`config.mk`:
```
export PLATFORM = sky130hd
export DESIGN_NAME = tfc_core
export DESIGN_NICKNAME = d
export VERILOG_FILES = /design/src/core/tfc_pkg.sv /design/src/core/tfc_sync.sv /design/src/core/tfc_blink.sv /design/src/core/tfc_core.sv
export SDC_FILE = /design/constraint.sdc
export NUM_CORES = 1
export LEC_CHECK = 0
export BUFFER_PORTS_ARGS = -buffer_cell sky130_fd_sc_hd__buf_2
export CORE_MARGIN = 3
export CORE_UTILIZATION = 50
export DETAILED_ROUTE_END_ITERATION = 10
export PLACE_DENSITY = 0.8
export SYNTH_ARGS = -nofsm -noshare
export SYNTH_HDL_FRONTEND = slang
export SYNTH_SLANG_ARGS = --single-unit
```
`constraint.sdc`:
```
create_clock -name clk_i -period 2.8 [get_ports clk_i]
set_input_delay 0.56 -clock clk_i [delete_from_list [all_inputs] [get_ports clk_i]]
set_output_delay 0.56 -clock clk_i [all_outputs]
set_load 0.03 [all_outputs]
```
`src/core/tfc_pkg.sv`:
```
// Package with register map, status layout, command codes and carriers for the tape command core.
package tfc_pkg;
	// Register byte offsets on the plain register port.
	localparam logic [4:0] OFF_CMD = 5'h00;
	localparam logic [4:0] OFF_CNT = 5'h04;
	localparam logic [4:0] OFF_OFS = 5'h08;
	localparam logic [4:0] OFF_TSW = 5'h0C;
	localparam logic [4:0] OFF_ESW = 5'h10;
	localparam int         DW      = 16;

	// Transport status word bit positions.
	localparam int TS_OFFLINE = 0;
	localparam int TS_BOT     = 1;
	localparam int TS_EOT     = 2;
	localparam int TS_REWIND  = 3;
	localparam int TS_WPROT   = 4;
	localparam int TS_EOR     = 5;
	localparam int TS_BUSY    = 6;
	localparam int TS_TMO     = 7;

	// Error status word bit positions.
	localparam int ES_RAW  = 8;
	localparam int ES_RATE = 12;
	localparam int ES_FMT  = 14;
	localparam int ES_TAPE = 15;

	// Command codes taken from the second hex digit of the command word.
	localparam int          CMD_LSB   = 8;
	localparam logic [3:0]  CMD_WRITE = 4'h6;
	localparam logic [3:0]  CMD_ERASE = 4'h7;
	localparam logic [3:0]  CMD_REW   = 4'hA;
	localparam logic [3:0]  CMD_UNLD  = 4'hB;
	localparam logic [3:0]  CMD_UWR   = 4'hC;
	localparam logic [3:0]  CMD_URD   = 4'hD;
	localparam logic [3:0]  CMD_MAINT = 4'hF;

	// Geometry and limits.
	localparam logic [15:0] REC_LIMIT     = 16'h5000;
	localparam int          NUM_TRACKS    = 4;
	localparam int          LP_GAP_IN     = 6;
	localparam int          TACH_PER_IN   = 16;
	localparam logic [15:0] LP_GAP_PULSES = 16'(LP_GAP_IN * TACH_PER_IN);
	localparam logic [15:0] RESET_WORD    = 16'h0000;

	// Ready indicator blink half period.
	localparam int CLK_MHZ        = 250;
	localparam int BLINK_HALF_MS  = 250;
	localparam int BLINK_HALF_CYC = BLINK_HALF_MS * CLK_MHZ * 1000;

	// Sensor and fault inputs from the transport, all asynchronous pins.
	typedef struct packed {
		logic cart;
		logic wprot;
		logic lp;
		logic ew;
		logic end_of_tape;
		logic beginning_of_tape;
		logic tach;
		logic byte_req;
		logic crc_fail;
		logic dropout;
		logic rec_end;
		logic amplitude;
		logic pos_fault;
		logic unexp_int;
		logic timeout;
		logic test_done;
	} tfc_sense_t;

	// Drive outputs towards motor and heads.
	typedef struct packed {
		logic motor_fwd;
		logic motor_rev;
		logic write_en;
		logic erase_en;
		logic crc_chk_en;
		logic preamble_only;
		logic read_en;
	} tfc_drive_t;
endpackage

```
`src/core/tfc_sync.sv`:
```
// Two flip-flop synchroniser for a vector of asynchronous levels.
`timescale 1ns/1ps
module tfc_sync #(
	parameter int W = 16
) (
	// Clock and reset.
	input  wire logic         clk_i,
	input  wire logic         srst_i,
	// Levels in and out.
	input  wire logic [W-1:0] d_i,
	output logic      [W-1:0] q_o
);
	logic [W-1:0] meta_q;

	// The first stage feeds only the second stage.
	always_ff @(posedge clk_i) begin
		if (srst_i) begin
			meta_q <= '0;
			q_o    <= '0;
		end else begin
			meta_q <= d_i;
			q_o    <= meta_q;
		end
	end
endmodule

```
`src/core/tfc_blink.sv`:
```
// Ready indicator driver that is steady, blinking or off.
`timescale 1ns/1ps
module tfc_blink #(
	parameter int HALF_CYC = tfc_pkg::BLINK_HALF_CYC
) (
	// Clock and reset.
	input  wire logic clk_i,
	input  wire logic srst_i,
	// Indicator control.
	input  wire logic blink_i,
	input  wire logic steady_i,
	output logic      led_o
);
	logic [31:0] cnt_q;
	logic        ph_q;
	wire         wrap = (cnt_q == 32'(HALF_CYC - 1));

	generate
		if (HALF_CYC < 1) begin : g_bad
			$error("HALF_CYC must be at least one");
		end
	endgenerate

	// The phase toggles every half period while blinking is requested.
	always_ff @(posedge clk_i) begin
		if (srst_i || !blink_i) begin
			cnt_q <= '0;
			ph_q  <= 1'b1;
		end else begin
			cnt_q <= wrap ? '0 : cnt_q + 32'h1;
			ph_q  <= wrap ? ~ph_q : ph_q;
		end
	end

	// The indicator is a register so the pin never glitches.
	always_ff @(posedge clk_i) begin
		if (srst_i) begin
			led_o <= 1'b0;
		end else begin
			led_o <= blink_i ? ph_q : steady_i;
		end
	end
endmodule

```
`src/core/tfc_core.sv`:
```
// Command execution core of the cartridge tape formatter.
`timescale 1ns/1ps
module tfc_core #(
	parameter int NUM_TRACKS     = tfc_pkg::NUM_TRACKS,
	parameter int BLINK_HALF_CYC = tfc_pkg::BLINK_HALF_CYC
) (
	// Clock and reset.
	input  wire logic                 clk_i,
	input  wire logic                 srst_i,
	// Register port.
	input  wire logic [4:0]           addr_i,
	input  wire logic [15:0]          wdata_i,
	input  wire logic                 wr_i,
	input  wire logic                 rd_i,
	output logic      [15:0]          rdata_o,
	// Host data path readiness.
	input  wire logic                 host_rdy_i,
	// Transport sensors and drive.
	input  wire tfc_pkg::tfc_sense_t  sense_i,
	output tfc_pkg::tfc_drive_t       drive_o,
	output logic      [1:0]           track_o,
	output logic                      ready_led_o,
	// Maintenance test launch.
	output logic                      test_start_o,
	output logic      [7:0]           test_code_o
);
	// Execution states; the X states carry a forced track switch.
	typedef enum logic [3:0] {
		ST_IDLE, ST_WRITE, ST_XERASE, ST_XREW, ST_ERASE,
		ST_REWIND, ST_UNLOAD, ST_UREAD, ST_MAINT
	} tfc_state_t;

	// The track field is two bits, and a switch needs a track to go to.
	generate
		if (NUM_TRACKS < 2 || NUM_TRACKS > 4) begin : g_bad
			$error("NUM_TRACKS must be 2 to 4");
		end
	endgenerate

	// Status flags mirror the bits of the two status words.
	tfc_state_t          st_q, st_d;
	tfc_pkg::tfc_sense_t s, prev_q, rise;
	tfc_pkg::tfc_drive_t drv_d;
	logic [15:0] count_q, ofs_q, lp_cnt_q;
	logic [3:0]  code_q;
	logic [1:0]  track_q;
	logic offline_q, bot_q, eot_q, rew_q, wp_q, eor_q, tmo_q;
	logic te_q, fmt_q, rate_q, raw_q, past_ew_q, forced_q;

	// Asynchronous transport pins pass two flip-flops first.
	// Every sensor event is seen two cycles after its pin moves.
	tfc_sync #(
		.W ($bits(tfc_pkg::tfc_sense_t))
	) u_sync (
		.clk_i  (clk_i),
		.srst_i (srst_i),
		.d_i    (sense_i),
		.q_o    (s)
	);

	// Edges are taken from the synchronised copy and a third register.
	// Pins must sit low through reset, or a high level reads as an edge.
	// Level uses of cart, protect and holes read the synchronised copy.
	always_ff @(posedge clk_i) begin
		if (srst_i) begin
			prev_q <= '0;
		end else begin
			prev_q <= s;
		end
	end
	assign rise = s & ~prev_q;

	// Commands that run the write or erase heads obey write protect.
	function automatic logic is_wtype(input logic [3:0] c);
		is_wtype = (c == tfc_pkg::CMD_WRITE) || (c == tfc_pkg::CMD_UWR) ||
		           (c == tfc_pkg::CMD_ERASE);
	endfunction

	// Command decode uses only the second hex digit of the command word.
	// Offline refuses all but maintenance, so a dead transport can be tested.
	// Protect is tested before the track switch, so a protected cartridge is never erased.
	function automatic tfc_state_t cmd_state(input logic [3:0] c, input logic off,
	                                         input logic wp, input logic xtrk);
		logic wtype;
		wtype = is_wtype(c);
		if (off && c != tfc_pkg::CMD_MAINT)                     cmd_state = ST_IDLE;
		else if (wtype && wp)                                   cmd_state = ST_IDLE;
		else if (wtype && xtrk)                                 cmd_state = ST_XERASE;
		else if (c == tfc_pkg::CMD_WRITE || c == tfc_pkg::CMD_UWR) cmd_state = ST_WRITE;
		else if (c == tfc_pkg::CMD_ERASE)                       cmd_state = ST_ERASE;
		else if (c == tfc_pkg::CMD_REW)                         cmd_state = ST_REWIND;
		else if (c == tfc_pkg::CMD_UNLD)                        cmd_state = ST_UNLOAD;
		else if (c == tfc_pkg::CMD_URD)                         cmd_state = ST_UREAD;
		else if (c == tfc_pkg::CMD_MAINT)                       cmd_state = ST_MAINT;
		else                                                    cmd_state = ST_IDLE;
	endfunction

	// Request decode and conditions seen at command acceptance.
	// A command written while busy is dropped; the host polls busy first.
	// Past early warning short of the last track, a big record, or any erase, changes track first.
	wire [3:0] code_w  = wdata_i[tfc_pkg::CMD_LSB +: 4];
	wire       busy    = (st_q != ST_IDLE);
	wire       go      = wr_i && (addr_i == tfc_pkg::OFF_CMD) && !busy;
	wire       last    = (track_q == 2'(NUM_TRACKS - 1));
	wire       wtype_w = is_wtype(code_w);
	wire       big_rec = (count_q >= tfc_pkg::REC_LIMIT) || (code_w == tfc_pkg::CMD_ERASE);
	wire       xtrk    = past_ew_q && !last && big_rec;
	wire       go_st_n = (cmd_state(code_w, offline_q, s.wprot, xtrk) != ST_IDLE);
	wire       go_wp   = go && wtype_w && s.wprot && !offline_q;
	wire       go_x    = go && wtype_w && !s.wprot && !offline_q && xtrk;
	wire       go_rew  = go && !offline_q &&
	                     (code_w == tfc_pkg::CMD_REW || code_w == tfc_pkg::CMD_UNLD);

	// State shorthands and events during execution.
	// Each event is a one-cycle edge, so it acts at most once.
	wire wr_st   = (st_q == ST_WRITE);
	wire er_st   = (st_q == ST_ERASE);
	wire ur_st   = (st_q == ST_UREAD);
	wire unformt = (code_q == tfc_pkg::CMD_UWR);
	wire fault   = busy && (rise.pos_fault || rise.unexp_int || rise.timeout);
	wire cnt_0   = (count_q == 16'h0000);
	wire byte_go = (wr_st || ur_st) && rise.byte_req && host_rdy_i && !cnt_0;
	wire tach_go = er_st && rise.tach && !cnt_0;
	wire xrew_dn = (st_q == ST_XREW) && rise.beginning_of_tape;
	wire rew_dn  = (st_q == ST_REWIND) && rise.beginning_of_tape;
	wire unl_dn  = (st_q == ST_UNLOAD) && rise.end_of_tape;
	wire wr_eot  = wr_st && rise.end_of_tape;
	wire forced5 = wr_eot && forced_q && last;
	wire zone_ok = (track_q != 2'h0) || (lp_cnt_q == 16'h0000);

	// Next-state logic for command execution.
	// A fault in a moving state returns to idle; the flags say why.
	// Rewinds end at the start hole, unload at the end hole.
	// Maintenance waits only for the test to report done.
	always_comb begin
		st_d = st_q;
		case (st_q)
			ST_IDLE: begin
				if (go && go_st_n) st_d = cmd_state(code_w, offline_q, s.wprot, xtrk);
			end
			ST_WRITE: begin
				if (fault || rise.end_of_tape || cnt_0) st_d = ST_IDLE;
			end
			ST_XERASE: begin
				if (fault) st_d = ST_IDLE;
				else if (rise.end_of_tape) st_d = ST_XREW;
			end
			ST_ERASE: begin
				if (fault || cnt_0) st_d = ST_IDLE;
				else if (rise.end_of_tape) st_d = last ? ST_IDLE : ST_XREW;
			end
			ST_XREW, ST_REWIND: begin
				if (fault || rise.beginning_of_tape) st_d = ST_IDLE;
			end
			ST_UNLOAD: begin
				if (fault || rise.end_of_tape) st_d = ST_IDLE;
			end
			ST_UREAD: begin
				if (fault || cnt_0 || rise.rec_end) st_d = ST_IDLE;
			end
			ST_MAINT: begin
				if (rise.test_done) st_d = ST_IDLE;
			end
			default: st_d = ST_IDLE;
		endcase
	end

	// Motor and head drive follow the state; write and erase heads only inside the recording zone.
	// On the first track the heads wait until the load point gap is run.
	// On the last track the write head drops once the end hole is seen.
	always_comb begin
		drv_d               = '0;
		drv_d.motor_fwd     = wr_st || er_st || ur_st || (st_q == ST_XERASE) ||
		                      (st_q == ST_UNLOAD);
		drv_d.motor_rev     = (st_q == ST_XREW) || (st_q == ST_REWIND);
		drv_d.write_en      = (wr_st || er_st) && zone_ok && !(last && s.end_of_tape);
		drv_d.erase_en      = (wr_st || er_st || (st_q == ST_XERASE)) && zone_ok;
		drv_d.crc_chk_en    = wr_st && !unformt;
		drv_d.preamble_only = (wr_st && unformt) || ur_st;
		drv_d.read_en       = wr_st || ur_st || er_st;
	end

	// State, captured command and drive outputs.
	// Drive lines lag the state by a cycle so they leave a flip-flop.
	always_ff @(posedge clk_i) begin
		if (srst_i) begin
			st_q     <= ST_IDLE;
			code_q   <= 4'h0;
			forced_q <= 1'b0;
			drive_o  <= '0;
		end else begin
			st_q     <= st_d;
			code_q   <= go ? code_w : code_q;
			forced_q <= go ? past_ew_q : forced_q;
			drive_o  <= drv_d;
		end
	end

	// Count word: host loads it while idle, the transport counts it down.
	// A host write during a command is ignored, so counts never jump.
	// An erase spends it in tach pulses, a transfer in bytes.
	always_ff @(posedge clk_i) begin
		if (srst_i) begin
			count_q <= tfc_pkg::RESET_WORD;
			ofs_q   <= tfc_pkg::RESET_WORD;
		end else begin
			if (!busy && wr_i && addr_i == tfc_pkg::OFF_CNT) count_q <= wdata_i;
			else if (byte_go || tach_go) count_q <= count_q - 16'h1;
			if (!busy && wr_i && addr_i == tfc_pkg::OFF_OFS) ofs_q <= wdata_i;
		end
	end

	// Tape position: track, early warning passed, load point gap counter.
	// The start hole forgets early warning, as the next pass starts afresh.
	// The gap counter runs on tach pulses only while moving forward.
	always_ff @(posedge clk_i) begin
		if (srst_i) begin
			track_q   <= 2'h0;
			past_ew_q <= 1'b0;
			lp_cnt_q  <= tfc_pkg::LP_GAP_PULSES;
		end else begin
			if (go_rew) track_q <= 2'h0;
			else if (xrew_dn && !last) track_q <= track_q + 2'h1;
			if (rise.beginning_of_tape || go_rew) past_ew_q <= 1'b0;
			else if (rise.ew && drv_d.motor_fwd) past_ew_q <= 1'b1;
			if (rise.lp && track_q == 2'h0) lp_cnt_q <= tfc_pkg::LP_GAP_PULSES;
			else if (rise.tach && drive_o.motor_fwd && lp_cnt_q != 16'h0000)
				lp_cnt_q <= lp_cnt_q - 16'h1;
		end
	end

	// Transport condition flags; a set wins over the clear of the same cycle.
	// Offline clears only on a new cartridge, so no unload is missed.
	// An erase meeting the end hole short of the last track switches.
	wire er_x    = er_st && rise.end_of_tape && !last;
	wire off_set = fault || (wr_eot && !forced5) || forced5 || unl_dn ||
	               (er_st && rise.end_of_tape && last);
	wire eot_set = (wr_st && cnt_0 && last && past_ew_q) ||
	               (er_st && rise.ew && last);
	wire rew_clr = xrew_dn || rew_dn || unl_dn || fault;
	wire eor_set = ur_st && rise.rec_end && !cnt_0;
	always_ff @(posedge clk_i) begin
		if (srst_i) begin
			offline_q <= 1'b0;
			bot_q     <= 1'b0;
			eot_q     <= 1'b0;
			rew_q     <= 1'b0;
			wp_q      <= 1'b0;
			eor_q     <= 1'b0;
			tmo_q     <= 1'b0;
		end else begin
			offline_q <= off_set || (offline_q && !rise.cart);
			bot_q     <= rew_dn || (go ? (s.beginning_of_tape && track_q == 2'h0) : bot_q);
			eot_q     <= eot_set || (eot_q && !go);
			rew_q     <= go_x || go_rew || er_x || (rew_q && !rew_clr);
			wp_q      <= go ? s.wprot : wp_q;
			eor_q     <= eor_set || (eor_q && !go);
			tmo_q     <= (busy && rise.timeout) || (tmo_q && !go);
		end
	end

	// Error flags are cleared when a new command is accepted.
	// A set in the accept cycle wins, so refusals still report.
	wire te_set   = (go && offline_q) || go_wp || go_x || fault || wr_eot ||
	                eot_set || eor_set || (er_st && rise.end_of_tape);
	wire fmt_set  = (wr_st && rise.dropout) || (er_st && rise.amplitude);
	wire raw_set  = wr_st && ((rise.crc_fail && !unformt) || rise.dropout);
	wire rate_set = (wr_st || ur_st) && rise.byte_req && !host_rdy_i && !cnt_0;
	always_ff @(posedge clk_i) begin
		if (srst_i) begin
			te_q   <= 1'b0;
			fmt_q  <= 1'b0;
			raw_q  <= 1'b0;
			rate_q <= 1'b0;
		end else begin
			te_q   <= te_set || (te_q && !go);
			fmt_q  <= fmt_set || (fmt_q && !go);
			raw_q  <= raw_set || (raw_q && !go);
			rate_q <= rate_set || (rate_q && !go);
		end
	end

	// Status words and read data selection.
	// Unused bits read as zero so the host can test whole words.
	// The command word reads back only its command digit.
	wire [15:0] tsw = {8'h00, tmo_q, busy, eor_q, wp_q, rew_q, eot_q, bot_q, offline_q};
	wire [15:0] esw = {te_q, fmt_q, 1'b0, rate_q, 3'b000, raw_q, 8'h00};
	wire [15:0] rsel = (addr_i == tfc_pkg::OFF_CMD) ? {4'h0, code_q, 8'h00} :
	                   (addr_i == tfc_pkg::OFF_CNT) ? count_q :
	                   (addr_i == tfc_pkg::OFF_OFS) ? ofs_q :
	                   (addr_i == tfc_pkg::OFF_TSW) ? tsw :
	                   (addr_i == tfc_pkg::OFF_ESW) ? esw : 16'h0000;

	// Read data stand in the cycle after the strobe only; maintenance launch pulse.
	// Read data fall back to zero, so a stale word never looks new.
	always_ff @(posedge clk_i) begin
		if (srst_i) begin
			rdata_o      <= 16'h0000;
			test_start_o <= 1'b0;
			test_code_o  <= 8'h00;
			track_o      <= 2'h0;
		end else begin
			rdata_o      <= rd_i ? rsel : 16'h0000;
			test_start_o <= go && code_w == tfc_pkg::CMD_MAINT;
			test_code_o  <= (go && code_w == tfc_pkg::CMD_MAINT) ? ofs_q[15:8] : test_code_o;
			track_o      <= track_q;
		end
	end

	// Ready indicator: blinks while unloading, steady with a cartridge online.
	// It goes dark once unloaded, so the cartridge may come out.
	tfc_blink #(
		.HALF_CYC (BLINK_HALF_CYC)
	) u_led (
		.clk_i    (clk_i),
		.srst_i   (srst_i),
		.blink_i  (st_q == ST_UNLOAD),
		.steady_i (s.cart && !offline_q),
		.led_o    (ready_led_o)
	);
endmodule

```
==> out/metrics.sh <==
STATUS='complete, no violations'
HOLD_VIOL_FINAL=0
NUM_VIAS=6484
SYNTH_ASYNC_SR_FLOP_SHARE_PCT=0
INSTANCE_COUNT_OF_THE_MAPPED_NETLIST=880
ANTENNA_LEFT=0
TIMING.CRITICAL_PATH.CELLS='inv_1, ha_1, or3b_2, or4_4, nand2_2, nor2_1, a2111oi_1'
CRIT_ARRIVAL_NS=2.90
WORSTMARGINPINSLEW_NS=0.906
GRT_FIRST_PASS_WIRELENGTH_UM=29100
CTS_ROOT_BUFFER='sky130_fd_sc_hd__clkbuf_16'
INTPOWER_mW=4.22
POWER.DENSITY_mW_PER_MM2=667
FINAL.SETUP_SKEW_NS=0.0107
NETLIST_TOP_CELLS_AREA='sky130_fd_sc_hd__dfxtp_1 (48%), sky130_fd_sc_hd__nor2_1 (5.9%), sky130_fd_sc_hd__nor2b_1 (4.7%), sky130_fd_sc_hd__nand2_1 (4.1%), sky130_fd_sc_hd__a21oi_1 (3.7%)'
CTS_TREE='built'
SETUP.REG_TO_REG.WORST_SLACK_NS=0.22
MAXCLOCKFREQUENCY_MHz=388
SYNTHESIZED_AREA_PER_CELL_UM2=8.74
MIN_FROM='sense_i[3]'
FLOORPLAN.ROWS=44
FLOORPLAN.DIE.HEIGHT_UM=130
POST-ROUTE-MIN-PERIOD_NS=2.58
CTS_BUFFER_DEPTH=2
SYNTH_TOP_CELL_AREA_SHARE_PCT=48.1
CRITPATHCAPTURETYPE='flip-flop'
MAXIMUM_NUMBER_OF_PINS_ON_ONE_NET_BEFORE_GLOBAL_ROUTE_REPAIR=51
PLACE.GP.CONGESTION=0.983
SYNTH_EDF_COUNT=0
SWITCHING_SHARE_PCT=28.5
VIASPERCELL=5.66
FP.DIEAREA_MM2=0.0169
DRV_SLEW=0
PWR-SHARE-SEQ_PCT=47.5
CTS.HOLD.BUFFERS_ADDED=0
WORST_R2R_ENDPOINT='count_q[7]$_SDFFE_PP0P_'
DIE-WIDTH_UM=130
SYNTHTOPCELLSBYCOUNT='sky130_fd_sc_hd__dfxtp_1 (185), sky130_fd_sc_hd__nor2_1 (121), sky130_fd_sc_hd__nand2_1 (84)'
LAYOUT_WORST_PATH_CYCLE_SHARE_PCT=92.1
IRDROPWORSTVDD_uV=432
CTS_HTREE_LEVELS=4
POWER.STATIC_LEAKAGE_nW=3.34
DRV_CAP=0
GRT.TOTAL_USAGE_PCT=21.6
PORT_BUFFERS=76
MAX-SLEW-MARGIN-REL_PCT=38.7
SYN-NUM-NETS=927
TIMING.HOLD.WORST_ENDPOINT='u_sync.meta_q[3]$_SDFF_PP0_'
FINAL_UTIL_PCT=59.7
NUMBER_OF_DRC_MARKERS_IN_ITERATION_0=810
YS_FF_LATCH=185
TOTAL_ROUTED_LENGTH_UM=17900
NUMCTSBUFFERS=17
DRC_ERRORS=0
TRITONCTS_NUM_SINKS=185
GRT_ANTENNA_BEFORE_REPAIR=0
SYNTH.YOSYS.WARNINGS=0
COMB_POWER_SHARE_PCT=13.3
SETUP-TNS-FINAL_NS=0
WORST-ENDPOINT-REQUIRED_NS=3.12
ANTENNA_CELLS=0
TIGHTEST_HOLD_CHECK_TYPE='input port to flip-flop'
SYNTH.MOST_COMMON_CELL='sky130_fd_sc_hd__dfxtp_1'
START_UTIL_PCT=51.9
UNREPAIRED_SETUP_ENDPOINTS_AFTER_GLOBAL_ROUTING='no'
DETAILEDROUTE.FIRSTPASSITERATIONCOUNT=6
CLOCK_TRANSITION_AT_THE_REGISTER_CLOCK_PINS_ON_THE_WORST_SETUP_AND_HOLD_PATHS_AFTER_CTS_NS=0.07
CRIT_SLOWEST_CELL='sky130_fd_sc_hd__or4_4'
YOSYS_MOST_USED_DFF='sky130_fd_sc_hd__dfxtp_1'
HPWL_UM=12700
SYN-CELL-AREA_MM2=0.00769
DESIGN.CORE.AREA_MM2=0.0148
FINALSETUPVIOLCOUNT=0
FINAL_INSTANCE_COUNT_WITHOUT_FILLER_CELLS=1145
SWITCHINGPOWER_mW=1.68
SYNTH.LIB_CELLS_USED.DISTINCT=66
SEQUENTIAL_TO_TOTAL_AREA_SHARE_FROM_YOSYS_STAT_PCT=48.1
TOP_FANOUT_VALUE_ON_THE_CRITICAL_PATH=16
POST-SYNTH-TOP-AREA-CELL='sky130_fd_sc_hd__dfxtp_1'
CRITPATHLAUNCHTYPE='flip-flop'
AREA_GROWTH_PCT=15.0
TOP_LEVEL_PORTS=77
WORSTHOLDPATHCELLS=2
CPPEAKSTAGEDELAY_NS=0.57
GRT_REMAINING_OVERFLOW=0
NUMBER_OF_GLOBAL_ROUTE_VIAS_BEFORE_REPAIR=5842
TIMING.SETUP.CRITICAL_PATH_CLASS='flip-flop to flip-flop'
PLACEDCELLCOUNT=1113
DETAIL_ROUTE.WL_PER_CELL_UM=15.7
NUMBER_OF_BUFFERS_INSERTED_BY_POST_CTS_SETUP_REPAIR=0
CTS_RESIZED=0
DRIVE_GT1_SHARE_PCT=15.0
RELATIVE_CONTRIBUTION_OF_THE_CLOCK_NETWORK_TO_TOTAL_POWER_PCT=39.2
FIN_NETS=995
R2R.WORST_PATH.CELLS=7
CLK-INSERTION-DELAY-LATE_NS=0.44
SOURCE_OF_THE_WORST_REGISTER_TO_REGISTER_TIMING_PATH='count_q[0]$_SDFFE_PP0P_'
==> cell usage in the layout, fill, tap and decap left out, drive strengths merged, types with 6 or more instances in the layout <==
cell / synthesis / final
a211oi: 8 / 8
a21oi: 57 / 57
a222oi: 15 / 15
a31oi: 6 / 6
and2: 8 / 8
and3: 11 / 11
buf: 4 / 94
clkbuf: 41 / 18
dfxtp: 185 / 185
inv: 17 / 25
nand2: 85 / 85
nand2b: 13 / 13
nand3: 23 / 23
nand4: 12 / 12
nor2: 121 / 121
nor2b: 58 / 58
nor3: 29 / 29
nor3b: 9 / 9
nor4: 9 / 9
nor4b: 6 / 6
o21ai: 20 / 20
or3: 9 / 9
or4: 13 / 13
xnor2: 29 / 29
xor2: 25 / 25
==> metal layers <==
layer	track usage [%]	share of wire [%]
met5	0	0
met4	6.85	1.9
met3	5.44	7.1
met2	34.4	47
met1	29.1	44
==> stage by stage <==
stage | power, mW | setup slack, ns | hold WS, ns | instance area [µm²]
floorplan | 3.41 | 0.447 | 0.414 | 7690
global placement | 3.62 | 0.344 | 0.421 | 8270
detailed placement | 3.63 | 0.270 | 0.422 | 8270
CTS | 5.92 | 0.247 | 0.318 | 8840
global route | 6.14 | 0.0178 | 0.325 | 8840
finish | 5.90 | 0.221 | 0.329 | 8840
==> kinds of logic (layout without fill, tap and decap cells) <==
family / after synthesis / count (layout) / synth area share [%]
AOI/OAI and AO/OA: 145 / 145 / 12.5
and+or+nand+nor: 424 / 424 / 28.6
xor gates and xnor gates: 54 / 54 / 6.15
DFF: 185 / 185 / 48.1
adders and majority gates: 5 / 5 / 0.813
muxes: 5 / 5 / 0.651
buffers and inverters: 62 / 143 / 3.17
==> state kept, by name, summed over array words and instances (netlist names), 8 cells and up <==
signal         cells
lp_cnt_q          16
ofs_q             16
u_sync.q_o        16
count_q           16
u_sync.meta_q     16
rdata_o           16
prev_q            15
test_code_o        8
u_led.cnt_q       32
==> critical path, delay by kind of cell (launching register included) <==
kind / cells / cell delay [ns]
compound gates: 1 / 0.39
fa+ha+maj: 1 / 0.18
buf+inv: 1 / 0.08
flops: 1 / 0.34
simple gates: 4 / 1.47
==> final cells by class <==
| type | instances | area (µm²) |
|---|---|---|
| multi-input combinational | 633 | 3740 |
| fill | 1273 | 5970 |
| clock inverter | 14 | 131 |
| inverter | 17 | 63.8 |
| timing repair buffer | 94 | 531 |
| tap | 184 | 230 |
| sequential | 185 | 3700 |
| clock buffer | 18 | 439 |
==> how the worst max path moves through the flow <==
stage | start | to | slack [ns] | cells after the start
after global routing | count_q[0]$_SDFFE_PP0P_ | count_q[7]$_SDFFE_PP0P_ | 0.02 | 7
after detailed placement | count_q[0]$_SDFFE_PP0P_ | count_q[7]$_SDFFE_PP0P_ | 0.27 | 7
after global placement | count_q[0]$_SDFFE_PP0P_ | count_q[7]$_SDFFE_PP0P_ | 0.34 | 7
after CTS | count_q[0]$_SDFFE_PP0P_ | count_q[12]$_SDFFE_PP0P_ | 0.25 | 9
after floorplan | count_q[0]$_SDFFE_PP0P_ | count_q[12]$_SDFFE_PP0P_ | 0.45 | 8
final | count_q[0]$_SDFFE_PP0P_ | count_q[7]$_SDFFE_PP0P_ | 0.22 | 7
==> power by group through the flow <==
| stage | logic, mW | clock network [mW] | registers (mW) |
|---|---|---|---|
| 3_3_place_gp | 0.759 | 0 | 2.86 |
| 2_1_floorplan | 0.568 | 0 | 2.84 |
| 3_5_place_dp | 0.764 | 0 | 2.86 |
| 5_1_grt | 0.861 | 2.47 | 2.81 |
| 6_report | 0.782 | 2.31 | 2.80 |
| 4_1_cts | 0.769 | 2.35 | 2.80 |
Note: power is estimated with default switching activity, not from simulation.
